===== config.mk =====
export PLATFORM = sky130hd
export DESIGN_NAME = two_wire_master_sequencer
export DESIGN_NICKNAME = d
export VERILOG_FILES = /design/src/core/two_wire_pkg.sv /design/src/core/two_wire_sync.sv /design/src/core/two_wire_master_sequencer.sv
export VERILOG_INCLUDE_DIRS = /design/src /design/src/core
export SDC_FILE = /design/constraint.sdc
export NUM_CORES = 1
export LEC_CHECK = 0
export ABC_AREA = 1
export BUFFER_PORTS_ARGS = -buffer_cell sky130_fd_sc_hd__buf_2
export CORE_MARGIN = 1.5
export CORE_UTILIZATION = 50
export CTS_CLUSTER_DIAMETER = 40
export CTS_CLUSTER_SIZE = 14
export DETAILED_ROUTE_END_ITERATION = 12
export PLACE_DENSITY = 0.77
export REMOVE_ABC_BUFFERS = 1
export SLEW_MARGIN = 5
export SYNTH_ARGS = -nofsm -noshare
export SYNTH_HDL_FRONTEND = slang
export SYNTH_SLANG_ARGS = --single-unit

===== constraint.sdc =====
create_clock -name aclk -period 2.46 [get_ports aclk]
set_input_delay 0.492 -clock aclk [delete_from_list [all_inputs] [get_ports aclk]]
set_output_delay 0.492 -clock aclk [all_outputs]
set_load 0.02 [all_outputs]

===== src/core/two_wire_defines.svh =====
// Register indices, field positions, status codes and timing counts of the two-wire master sequencer.
// Notes on behaviour
// RULE_01 - Software requests START with flag, start and enable written one, stop zero.
// RULE_02 - After a start request, wait until the bus is free before driving START.
// RULE_03 - A finished START sets the suspend flag and reports status 0x08.
// RULE_04 - A finished repeated START reports 0x10 and the master keeps the bus.
// RULE_05 - The address direction bit selects master transmit or master receive mode.
// RULE_06 - In 0x10 a read address packet is sent and receive mode is entered.
// RULE_07 - Transmit mode reports 0x18, 0x20, 0x28 and 0x30 for address and data outcomes.
// RULE_08 - In 0x18 to 0x30, clearing the flag plainly sends the loaded byte, samples ACK.
// RULE_09 - Clearing the flag with start only generates a repeated START.
// RULE_10 - Clearing the flag with stop only generates STOP, then hardware clears stop.
// RULE_11 - Clearing with start and stop gives STOP, then START, and clears stop.
// RULE_12 - Arbitration loss reports 0x38; resuming without start releases the bus.
// RULE_13 - In 0x38, resuming with start waits for a free bus and sends START.
// RULE_14 - A read address packet ends with 0x38, 0x40 or 0x48 and the flag set.
// RULE_15 - In receive mode the received byte sits in the data register when flagged.
// RULE_16 - Software returns NACK after the last wanted byte, then STOP or repeated START.
// RULE_17 - The transfer pauses while the flag is set; writing one clears it.
// RULE_18 - Software loads address plus direction into the data register before resuming.
// RULE_19 - Software keeps the enable bit one and the reserved bit zero.
// RULE_20 - Status codes read with the prescaler bits at zero.
// RULE_21 - A data write while the flag is low is dropped and sets write collision.
// RULE_22 - In 0x40 and 0x50 a byte is received and ACK follows the acknowledge enable.
// RULE_23 - Codes 0x50 and 0x58 mean a byte received with ACK or NACK returned.
// RULE_24 - An interrupt request stands while the flag and interrupt enable are both one.
// RULE_25 - The status code occupies the upper five bits of the status register.
`ifndef TWO_WIRE_DEFINES_SVH
`define TWO_WIRE_DEFINES_SVH

`define REG_CTRL_IDX 2'h0
`define REG_STATUS_IDX 2'h1
`define REG_DATA_IDX 2'h2

`define CTRL_FLAG 7
`define CTRL_ACK_EN 6
`define CTRL_START 5
`define CTRL_STOP 4
`define CTRL_WCOL 3
`define CTRL_EN 2
`define CTRL_IE 0

`define RESP_OKAY 2'h0
`define RESP_SLVERR 2'h2

`define CODE_START 8'h08
`define CODE_RESTART 8'h10
`define CODE_AW_ACK 8'h18
`define CODE_AW_NACK 8'h20
`define CODE_TXD_ACK 8'h28
`define CODE_TXD_NACK 8'h30
`define CODE_LOST 8'h38
`define CODE_AR_ACK 8'h40
`define CODE_AR_NACK 8'h48
`define CODE_RXD_ACK 8'h50
`define CODE_RXD_NACK 8'h58
`define CODE_IDLE 8'hF8

`define CLK_PERIOD_NS 50
`define SCL_HALF_NS 200
`define SCL_HALF_CYCLES ((`SCL_HALF_NS + `CLK_PERIOD_NS - 1) / `CLK_PERIOD_NS)

`endif


===== src/core/two_wire_pkg.sv =====
// Types shared by the two-wire master sequencer.
package two_wire_pkg;

    typedef enum logic [3:0] {
        ST_IDLE,
        ST_WAIT_FREE,
        ST_START_A,
        ST_START_B,
        ST_BIT_LOW,
        ST_BIT_HIGH,
        ST_SUSPEND,
        ST_RS_A,
        ST_RS_B,
        ST_STOP_A,
        ST_STOP_B,
        ST_STOP_C
    } seq_state_t;

    typedef enum logic [1:0] {
        XF_ADDR,
        XF_TX,
        XF_RX
    } xfer_t;

    typedef struct packed {
        seq_state_t st;
        logic [7:0] cnt;
        logic [3:0] idx;
        xfer_t xf;
        logic [7:0] sh;
        logic [7:0] rx;
        logic ack_bit;
        logic rx_mode;
        logic owner;
        logic busy;
        logic scl_p;
        logic sda_p;
        logic scl_oe;
        logic sda_oe;
        logic [7:0] code;
        logic suspend_flag;
        logic ack_enable;
        logic start_request;
        logic stop_request;
        logic write_collision;
        logic interface_enable;
        logic interrupt_enable;
        logic [7:0] data_register;
        logic aw_v;
        logic [1:0] aw_idx;
        logic w_v;
        logic [7:0] w_d;
        logic w_s;
        logic bvalid;
        logic [1:0] bresp;
        logic rvalid;
        logic [7:0] rdata;
        logic [1:0] rresp;
        logic irq;
    } seq_regs_t;

endpackage : two_wire_pkg


===== src/core/two_wire_sync.sv =====
// Two-flop synchroniser for the sampled bus lines.
`timescale 1ns/1ps
module two_wire_sync #(
    parameter int W = 2
) (
    input wire logic aclk,
    input wire logic aresetn,
    input wire logic [W-1:0] d,
    output logic [W-1:0] q
);

    typedef struct packed {
        logic [W-1:0] meta;
        logic [W-1:0] stable;
    } sync_t;

    sync_t r_q;
    sync_t r_d;

    // The first stage feeds only the second; lines rest high, so reset to ones.
    always_comb begin
        r_d.meta = d;
        r_d.stable = r_q.meta;
    end

    always_ff @(posedge aclk) begin
        if (!aresetn) begin
            r_q <= '1;
        end else begin
            r_q <= r_d;
        end
    end

    assign q = r_q.stable;

endmodule : two_wire_sync


===== src/core/two_wire_master_sequencer.sv =====
// Master sequencer of a byte-oriented two-wire bus with an AXI4-Lite register port.
`timescale 1ns/1ps
`include "two_wire_defines.svh"
module two_wire_master_sequencer
    import two_wire_pkg::*;
#(
    parameter logic [7:0] HALF_CYCLES = 8'(`SCL_HALF_CYCLES)
) (
    input wire logic aclk,
    input wire logic aresetn,
    input wire logic awvalid,
    output logic awready,
    input wire logic [3:0] awaddr,
    input wire logic wvalid,
    output logic wready,
    input wire logic [31:0] wdata,
    input wire logic [3:0] wstrb,
    output logic bvalid,
    input wire logic bready,
    output logic [1:0] bresp,
    input wire logic arvalid,
    output logic arready,
    input wire logic [3:0] araddr,
    output logic rvalid,
    input wire logic rready,
    output logic [31:0] rdata,
    output logic [1:0] rresp,
    input wire logic scl_i,
    output logic scl_o,
    output logic scl_oe,
    input wire logic sda_i,
    output logic sda_o,
    output logic sda_oe,
    output logic irq
);

    seq_regs_t q;
    seq_regs_t d;
    logic scl_s;
    logic sda_s;
    logic timer_done;
    logic cur_bit;
    logic next_bit;
    logic lost;
    logic ack_rx;
    logic [7:0] rd;

    two_wire_sync #(
        .W(2)
    ) u_sync (
        .aclk(aclk),
        .aresetn(aresetn),
        .d({scl_i, sda_i}),
        .q({scl_s, sda_s})
    );

    // Level this node places on the data line in the current bit of a byte.
    function automatic logic bit_out(input xfer_t xf, input logic [3:0] idx, input logic [7:0] sh,
                                     input logic ack);
        logic b;
        b = 1'b1;
        if (xf == XF_RX) begin
            if (idx == 4'h8) begin
                b = ~ack;
            end
        end else if (idx != 4'h8) begin
            b = sh[7];
        end
        return b;
    endfunction : bit_out

    always_comb begin
        d = q;
        rd = 8'h00;
        lost = 1'b0;
        ack_rx = ~sda_s;
        timer_done = (q.cnt == HALF_CYCLES - 8'h01);
        cur_bit = bit_out(q.xf, q.idx, q.sh, q.ack_bit);
        d.cnt = q.cnt + 8'h01;

        // Bus monitor: START marks the bus busy, STOP frees it, whoever drives them.
        d.scl_p = scl_s;
        d.sda_p = sda_s;
        if (q.scl_p && scl_s && q.sda_p && !sda_s) begin
            d.busy = 1'b1;
        end else if (q.scl_p && scl_s && !q.sda_p && sda_s) begin
            d.busy = 1'b0;
        end

        // Write channels are taken independently and joined before the register update.
        if (awvalid && !q.aw_v) begin
            d.aw_v = 1'b1;
            d.aw_idx = awaddr[3:2];
        end
        if (wvalid && !q.w_v) begin
            d.w_v = 1'b1;
            d.w_d = wdata[7:0];
            d.w_s = wstrb[0];
        end
        if (q.bvalid && bready) begin
            d.bvalid = 1'b0;
        end
        if (q.aw_v && q.w_v && !q.bvalid) begin
            d.aw_v = 1'b0;
            d.w_v = 1'b0;
            d.bvalid = 1'b1;
            d.bresp = `RESP_OKAY;
            case (q.aw_idx)
                `REG_CTRL_IDX: begin
                    if (q.w_s) begin
                        if (q.w_d[`CTRL_FLAG]) begin
                            d.suspend_flag = 1'b0; // RULE_17
                        end
                        d.ack_enable = q.w_d[`CTRL_ACK_EN];
                        d.start_request = q.w_d[`CTRL_START];
                        d.stop_request = q.w_d[`CTRL_STOP];
                        d.interface_enable = q.w_d[`CTRL_EN];
                        d.interrupt_enable = q.w_d[`CTRL_IE];
                    end
                end
                `REG_STATUS_IDX: begin
                    d.bresp = `RESP_OKAY;
                end
                `REG_DATA_IDX: begin
                    if (q.w_s) begin
                        if (q.suspend_flag) begin
                            d.data_register = q.w_d;
                            d.write_collision = 1'b0;
                        end else begin
                            d.write_collision = 1'b1; // RULE_21
                        end
                    end
                end
                default: begin
                    d.bresp = `RESP_SLVERR;
                end
            endcase
        end

        if (q.rvalid && rready) begin
            d.rvalid = 1'b0;
        end
        if (arvalid && !q.rvalid) begin
            d.rvalid = 1'b1;
            d.rresp = `RESP_OKAY;
            case (araddr[3:2])
                `REG_CTRL_IDX: begin
                    rd[`CTRL_FLAG] = q.suspend_flag;
                    rd[`CTRL_ACK_EN] = q.ack_enable;
                    rd[`CTRL_START] = q.start_request;
                    rd[`CTRL_STOP] = q.stop_request;
                    rd[`CTRL_WCOL] = q.write_collision;
                    rd[`CTRL_EN] = q.interface_enable;
                    rd[`CTRL_IE] = q.interrupt_enable;
                end
                `REG_STATUS_IDX: begin
                    rd = {q.code[7:3], 3'h0}; // RULE_20 RULE_25
                end
                `REG_DATA_IDX: begin
                    rd = q.data_register;
                end
                default: begin
                    d.rresp = `RESP_SLVERR;
                end
            endcase
            d.rdata = rd;
        end

        // Bus sequencer; it runs after the register update so that a hardware set wins.
        case (q.st)
            ST_IDLE: begin
                if (q.interface_enable && q.start_request && !q.suspend_flag) begin
                    d.st = ST_WAIT_FREE; // RULE_01
                end
            end
            ST_WAIT_FREE: begin
                // The lines must rest high for a full half period before START is driven.
                if (q.busy || !scl_s || !sda_s) begin
                    d.cnt = 8'h00; // RULE_02
                end else if (timer_done) begin
                    d.st = ST_START_A; // RULE_02
                end
            end
            ST_START_A: begin
                if (timer_done) begin
                    d.st = ST_START_B;
                end
            end
            ST_START_B: begin
                if (timer_done) begin
                    d.code = q.owner ? `CODE_RESTART : `CODE_START; // RULE_03 RULE_04
                    d.owner = 1'b1; // RULE_04
                    d.suspend_flag = 1'b1; // RULE_03
                    d.st = ST_SUSPEND;
                end
            end
            ST_BIT_LOW: begin
                if (timer_done) begin
                    d.st = ST_BIT_HIGH;
                end
            end
            ST_BIT_HIGH: begin
                // A slave holding the clock low stretches the high phase.
                if (!scl_s) begin
                    d.cnt = 8'h00;
                end else if (timer_done) begin
                    lost = cur_bit && !sda_s && ((q.xf != XF_RX && q.idx != 4'h8) ||
                                                  (q.xf == XF_RX && q.idx == 4'h8));
                    d.sh = {q.sh[6:0], 1'b1};
                    if (q.xf == XF_RX && q.idx != 4'h8) begin
                        d.rx = {q.rx[6:0], sda_s};
                    end
                    if (lost) begin
                        d.code = `CODE_LOST; // RULE_12 RULE_14
                        d.owner = 1'b0;
                        d.suspend_flag = 1'b1;
                        d.st = ST_SUSPEND;
                    end else if (q.idx != 4'h8) begin
                        d.idx = q.idx + 4'h1;
                        d.st = ST_BIT_LOW;
                    end else begin
                        d.suspend_flag = 1'b1;
                        d.st = ST_SUSPEND;
                        case (q.xf)
                            XF_ADDR: begin
                                if (q.rx_mode) begin
                                    d.code = ack_rx ? `CODE_AR_ACK : `CODE_AR_NACK; // RULE_14
                                end else begin
                                    d.code = ack_rx ? `CODE_AW_ACK : `CODE_AW_NACK; // RULE_07
                                end
                            end
                            XF_TX: begin
                                d.code = ack_rx ? `CODE_TXD_ACK : `CODE_TXD_NACK; // RULE_07
                            end
                            default: begin
                                d.data_register = q.rx; // RULE_15
                                d.code = q.ack_bit ? `CODE_RXD_ACK : `CODE_RXD_NACK; // RULE_23
                            end
                        endcase
                    end
                end
            end
            ST_SUSPEND: begin
                // While the master still owns the bus the clock stays held low here, so the bus waits for software; after a loss it is released.
                if (!q.suspend_flag) begin // RULE_17
                    d.idx = 4'h0;
                    if (q.code == `CODE_LOST) begin
                        d.st = q.start_request ? ST_WAIT_FREE : ST_IDLE; // RULE_12 RULE_13
                    end else if (q.stop_request) begin
                        d.st = ST_STOP_A; // RULE_10 RULE_11
                    end else if (q.start_request) begin
                        d.st = ST_RS_A; // RULE_09
                    end else if (q.code == `CODE_START || q.code == `CODE_RESTART) begin
                        d.xf = XF_ADDR;
                        d.sh = q.data_register; // RULE_18
                        d.rx_mode = q.data_register[0]; // RULE_05 RULE_06
                        d.st = ST_BIT_LOW;
                    end else if (!q.rx_mode) begin
                        d.xf = XF_TX;
                        d.sh = q.data_register; // RULE_08
                        d.st = ST_BIT_LOW;
                    end else if (q.code == `CODE_AR_ACK || q.code == `CODE_RXD_ACK) begin
                        d.xf = XF_RX;
                        d.ack_bit = q.ack_enable; // RULE_22 RULE_16
                        d.st = ST_BIT_LOW;
                    end else begin
                        // After a NACK in receive mode only STOP or START can follow.
                        d.suspend_flag = 1'b1;
                    end
                end
            end
            ST_RS_A: begin
                if (timer_done) begin
                    d.st = ST_RS_B;
                end
            end
            ST_RS_B: begin
                if (!scl_s) begin
                    d.cnt = 8'h00;
                end else if (timer_done) begin
                    d.st = ST_START_A; // RULE_09
                end
            end
            ST_STOP_A: begin
                if (timer_done) begin
                    d.st = ST_STOP_B;
                end
            end
            ST_STOP_B: begin
                if (!scl_s) begin
                    d.cnt = 8'h00;
                end else if (timer_done) begin
                    d.st = ST_STOP_C;
                end
            end
            ST_STOP_C: begin
                if (timer_done) begin
                    d.owner = 1'b0;
                    d.code = `CODE_IDLE;
                    d.stop_request = 1'b0; // RULE_10 RULE_11
                    d.st = q.start_request ? ST_WAIT_FREE : ST_IDLE; // RULE_11
                end
            end
            default: begin
                d.st = ST_IDLE;
            end
        endcase

        if (!q.interface_enable) begin
            d.st = ST_IDLE; // RULE_19
            d.owner = 1'b0;
        end
        if (d.st != q.st) begin
            d.cnt = 8'h00;
        end

        // Line drive follows the next state so the enables leave a flip-flop.
        next_bit = bit_out(d.xf, d.idx, d.sh, d.ack_bit);
        case (d.st)
            ST_START_A: begin
                d.scl_oe = 1'b0;
                d.sda_oe = 1'b1;
            end
            ST_START_B, ST_STOP_A: begin
                d.scl_oe = 1'b1;
                d.sda_oe = 1'b1;
            end
            ST_BIT_LOW: begin
                // Data moves a cycle after the clock falls, so no receiver sees a false START or STOP.
                d.scl_oe = 1'b1;
                d.sda_oe = (q.st == ST_BIT_LOW) ? ~next_bit : q.sda_oe;
            end
            ST_BIT_HIGH: begin
                d.scl_oe = 1'b0;
                d.sda_oe = ~next_bit;
            end
            ST_SUSPEND: begin
                d.scl_oe = d.owner; // RULE_17
                d.sda_oe = q.sda_oe && d.owner; // RULE_12
            end
            ST_RS_A: begin
                d.scl_oe = 1'b1;
                d.sda_oe = 1'b0;
            end
            ST_STOP_B: begin
                d.scl_oe = 1'b0;
                d.sda_oe = 1'b1;
            end
            default: begin
                d.scl_oe = 1'b0;
                d.sda_oe = 1'b0;
            end
        endcase

        d.irq = d.suspend_flag && d.interrupt_enable; // RULE_24
    end

    always_ff @(posedge aclk) begin
        if (!aresetn) begin
            q <= '0;
            q.code <= `CODE_IDLE;
            q.scl_p <= 1'b1;
            q.sda_p <= 1'b1;
        end else begin
            q <= d;
        end
    end

    // Open-drain: only a low is ever driven, the enable carries the level.
    assign scl_o = 1'b0;
    assign sda_o = 1'b0;
    assign scl_oe = q.scl_oe;
    assign sda_oe = q.sda_oe;
    assign irq = q.irq;
    assign awready = ~q.aw_v;
    assign wready = ~q.w_v;
    assign bvalid = q.bvalid;
    assign bresp = q.bresp;
    assign arready = ~q.rvalid;
    assign rvalid = q.rvalid;
    assign rdata = {24'h000000, q.rdata};
    assign rresp = q.rresp;

endmodule : two_wire_master_sequencer


==> metrics.md <==
| Metric | Value |
|---|---|
| Routed wire per std cell | 13.2 um |
| Final Non-Filler Cells | 912 |
| Capture point of the worst path | q[81] |
| Dominant cells by area after synthesis | dfxtp_1 (37%), nand2_1 (12%), o21ai_0 (7.0%), inv_1 (6.7%), nor2_1 (5.9%) |
| Crit path launch | q[78] |
| Post-synthesis sequential area ratio | 37.1% |
| Mean post-synth cell area | 6.89 um2 |
| Largest family of logic cells by synthesized area | simple AND/OR/NAND/NOR gates |
| Arr. time, crit path | 2.60 ns |
| Status | finished clean |
| Critical Path RT | 2.76 ns |
| # clock sinks | 92 |
| Max Fclk | 433 MHz |
| Crit path depth | 16 |
| Slew of the pin with the lowest slew margin | 0.552 ns |
| Initial DRC count | 240 |
| Synth Register Bits | 92 |
| Worst-path clk slew | 0.09 ns |
| Inst Count DP | 891 |
| Crit share post-route | 93.8% |
| Die area | 10500 um2 |
| Largest net degree at the start of global routing | 39 |
| Crit path launch type | register |
| Post-synthesis mux area share | 0% |
| Pwr dens | 531 nW/um2 |
| Final Core Density | 58.4% |
| Num rows | 36 |
| Peak VDD IR | 0.679 mV |
| Io pins | 99 |
| Yosys warning total | 0 |
| Post-Synth Simple-Gate Area | 29.6% |
| Reg2Reg Depth | 16 |
| Initial antenna violation count | 0 |
| Distinct cells, synth | 44 |
| Compound-Gate Fraction of Synth Area | 15.7% |
| Skew-Pair Late Insertion Delay | 0.38 ns |
| Post-Synthesis Cells | 721 |
| Worst R2R Setup Slack | 0.15 ns |
| Remaining antenna violation count | 0 |
| WS Path Type | reg -> reg |
| Die width | 103 um |
| Die Span Y | 103 um |
| Mapped Area | 4970 um2 |
| CP delay by family, top | simple AND/OR/NAND/NOR gates |
| Area share of the largest cell type after synthesis | 37.1% |
| Setup violators final | 0 |
| Reg2reg start | q[78] |
| Adder-cell share of the synthesized area | 1.51% |
| RSZ-0062 raised after global routing | true |
| HPWL Detailed | 8.94 mm |
| Num CTS Buffers | 9 |
| CTS max path bufs | 2 |
| Vias | 4719 |
| R2R Path End | q[81] |
| NumNets Final | 834 |
| Final Hold Vio Count | 0 |
| H-tree Lvls | 3 |
| CTS tree | done |
| Min Tclk post-route | 2.31 ns |
| N_diodes | 0 |
| Area after DPL | 5250 um2 |
| Core area | 9730 um2 |
| First-pass GRT wire length | 19.4 mm |
| Max-Cap Viols | 0 |
| Crit-path cells | inv_2 > ha_4 > nand3_4 > ha_4 > inv_2 > nor2_4 > nand3_4 > nand2_2 > nand2_4 > nand4_4 > nand2_4 > inv_4 > nor2_4 > nor3_4 > nand3b_4 > nor3_2 |
| Share of layout cells above drive strength 1 | 18.2% |
| Slew headroom | 63.2% |
| Hold Buf Count CTS | 0 |
| Pwr Total | 3.02 mW |
| CP bufs+invs | 3 |
| RD Place Congestion | 0.915 |
| Cell area after layout | 5680 um2 |
| Worst min path class | in -> reg |
| Routed vias/inst | 5.17 |
| Synth Area in XOR/XNOR | 1.41% |
| Worst setup EP type | register |
| Gr usage total | 23.5% |
| GR Overflow Total | 0 |
| Drt total wl | 12.0 mm |
| Leak | 2.66 nW |
| Starting density of the core | 51.1% |
| DRT Pass-1 Iters | 5 |
| Skew final | 0.0148 ns |
| CP peak stage delay | 0.33 ns |
| Root Buffer | clkbuf_8 |
| Final slew viol count | 0 |
| Residual DRC count | 0 |
| Vias in the first global route | 4302 |
| Hold depth | 2 |
| Cell taking the most area after synthesis | dfxtp_1 |
| IO buf count | 39 |
| CP max FO | 8 |
| Area Growth Syn to Fin | 14.3% |
| CP max stage cell | dfxtp_2 |
[registers in the layout, summed over array words and instances, names as in the netlist]
name	cells
rresp	1
scl_oe	1
rvalid	1
q	73
u_sync.q	2
sda_oe	1
bvalid	1
bresp	1
rdata	8
irq	1
u_sync.r_d	2
[metrics by stage]
| step | TNS, ns | hold WS, ns | worst slack (ns) |
|---|---|---|---|
| floorplan | 0 | 0.393 | 0.214 |
| global placement | 0 | 0.398 | 0.0817 |
| detailed placement | -0.138 | 0.399 | -0.0274 |
| CTS | 0 | 0.296 | 0.0216 |
| global route | -0.0135 | 0.300 | -0.00998 |
| finish | 0 | 0.303 | 0.152 |
[metal layers]
metal,up-vias,wire [um],track usage [%]
met1,2162,5000,28.2
met5,-,0,0
li1,2372,-,-
met3,25,790,5.29
met4,0,227,8.01
met2,160,6030,41.4
[worst min-delay path by stage]
| stage | start | endpoint | slack, ns |
|---|---|---|---|
| global route | sda_i | u_sync.r_d[0] | 0.30 |
| floorplan | u_sync.r_d[0] | u_sync.q[0] | 0.39 |
| finish | sda_i | u_sync.r_d[0] | 0.30 |
| global placement | u_sync.r_d[1] | u_sync.q[1] | 0.40 |
| detailed placement | u_sync.r_d[1] | u_sync.q[1] | 0.40 |
| CTS | sda_i | u_sync.r_d[0] | 0.30 |
[power breakdown]
| part | switching [mW] | leakage [nW] | internal, mW |
|---|---|---|---|
| Combinational | 0.176 | 1.79 | 0.0809 |
| Clock | 0.536 | 0.118 | 0.679 |
| Sequential | 0.0240 | 0.749 | 1.52 |
| Total | 0.736 | 2.66 | 2.28 |
[final cells by class]
type,instances,area [um2]
clock inverters,5,110
multi-input cells,508,2650
inverters,97,370
clock buffers,10,128
flip-flops and latches,92,1850
fillers,930,4050
well taps,133,166
repair buffers,67,418
[kinds of logic after synthesis]
family | after synthesis
DFF | 92
adders and majority gates | 6
other | 1
xor gates and xnor gates | 8
buffers and inverters | 148
AOI/OAI and AO/OA | 144
and+or+nand+nor | 322
[layout by cell type (no fill, tap or decap), drive strengths merged]
cell type  netlist  layout
nor3b            1       1
o21ai           71      71
xnor2            2       2
bufinv           0       3
o2111ai          1       1
inv             93      95
a221oi           2       2
nor3            23      23
a21oi           51      51
nand3b           2       2
dfxtp           92      92
xor2             6       6
nand4            5       5
o21bai           1       1
conb             1      28
nand2          162     162
o21a             2       2
buf             41      67
or2              5       5
o22ai            2       2
clkbuf          10      10
a31oi            7       7
nand3           41      41
nor2            83      83
o211ai           5       5
clkinv           4       4
o311ai           2       2
ha               6       6
[what timing repair did]
| action | in CTS | in global routing |
|---|---|---|
| buffers inserted | 0 | 6 |
| endpoints found under the setup margin | 9 | 10 |
| hold endpoints to repair | 0 | 0 |
| gates resized for setup | 2 | 38 |
| pin swaps | 2 | 13 |
[Yosys cell counts]
master / instances
nand3b_1: 1
xor2_1: 6
nor3_2: 9
buf_4: 38
o22ai_1: 2
nor2_8: 2
nand2_4: 2
clkinv_2: 2
conb_1: 1
or2_2: 5
o21bai_1: 1
o21ai_0: 70
a21oi_1: 50
dfxtp_1: 92
clkbuf_1: 9
buf_6: 2
a31oi_1: 7
nor3_1: 14
inv_4: 1
nand3_2: 1
nor2_1: 78
clkinv_1: 2
nand2_2: 1
o21ai_1: 1
ha_1: 6
nor2_4: 2
nand3_1: 40
nand3b_4: 1
nor2_2: 1
inv_2: 3
o2111ai_1: 1
nand4_1: 4
a221oi_1: 2
nor3b_1: 1
xnor2_1: 2
a21oi_4: 1
buf_1: 1
nand4_4: 1
o311ai_0: 2
clkbuf_8: 1
o211ai_1: 5
nand2_1: 159
inv_1: 89
o21a_1: 2
Note: power is estimated with default switching activity, not from simulation.
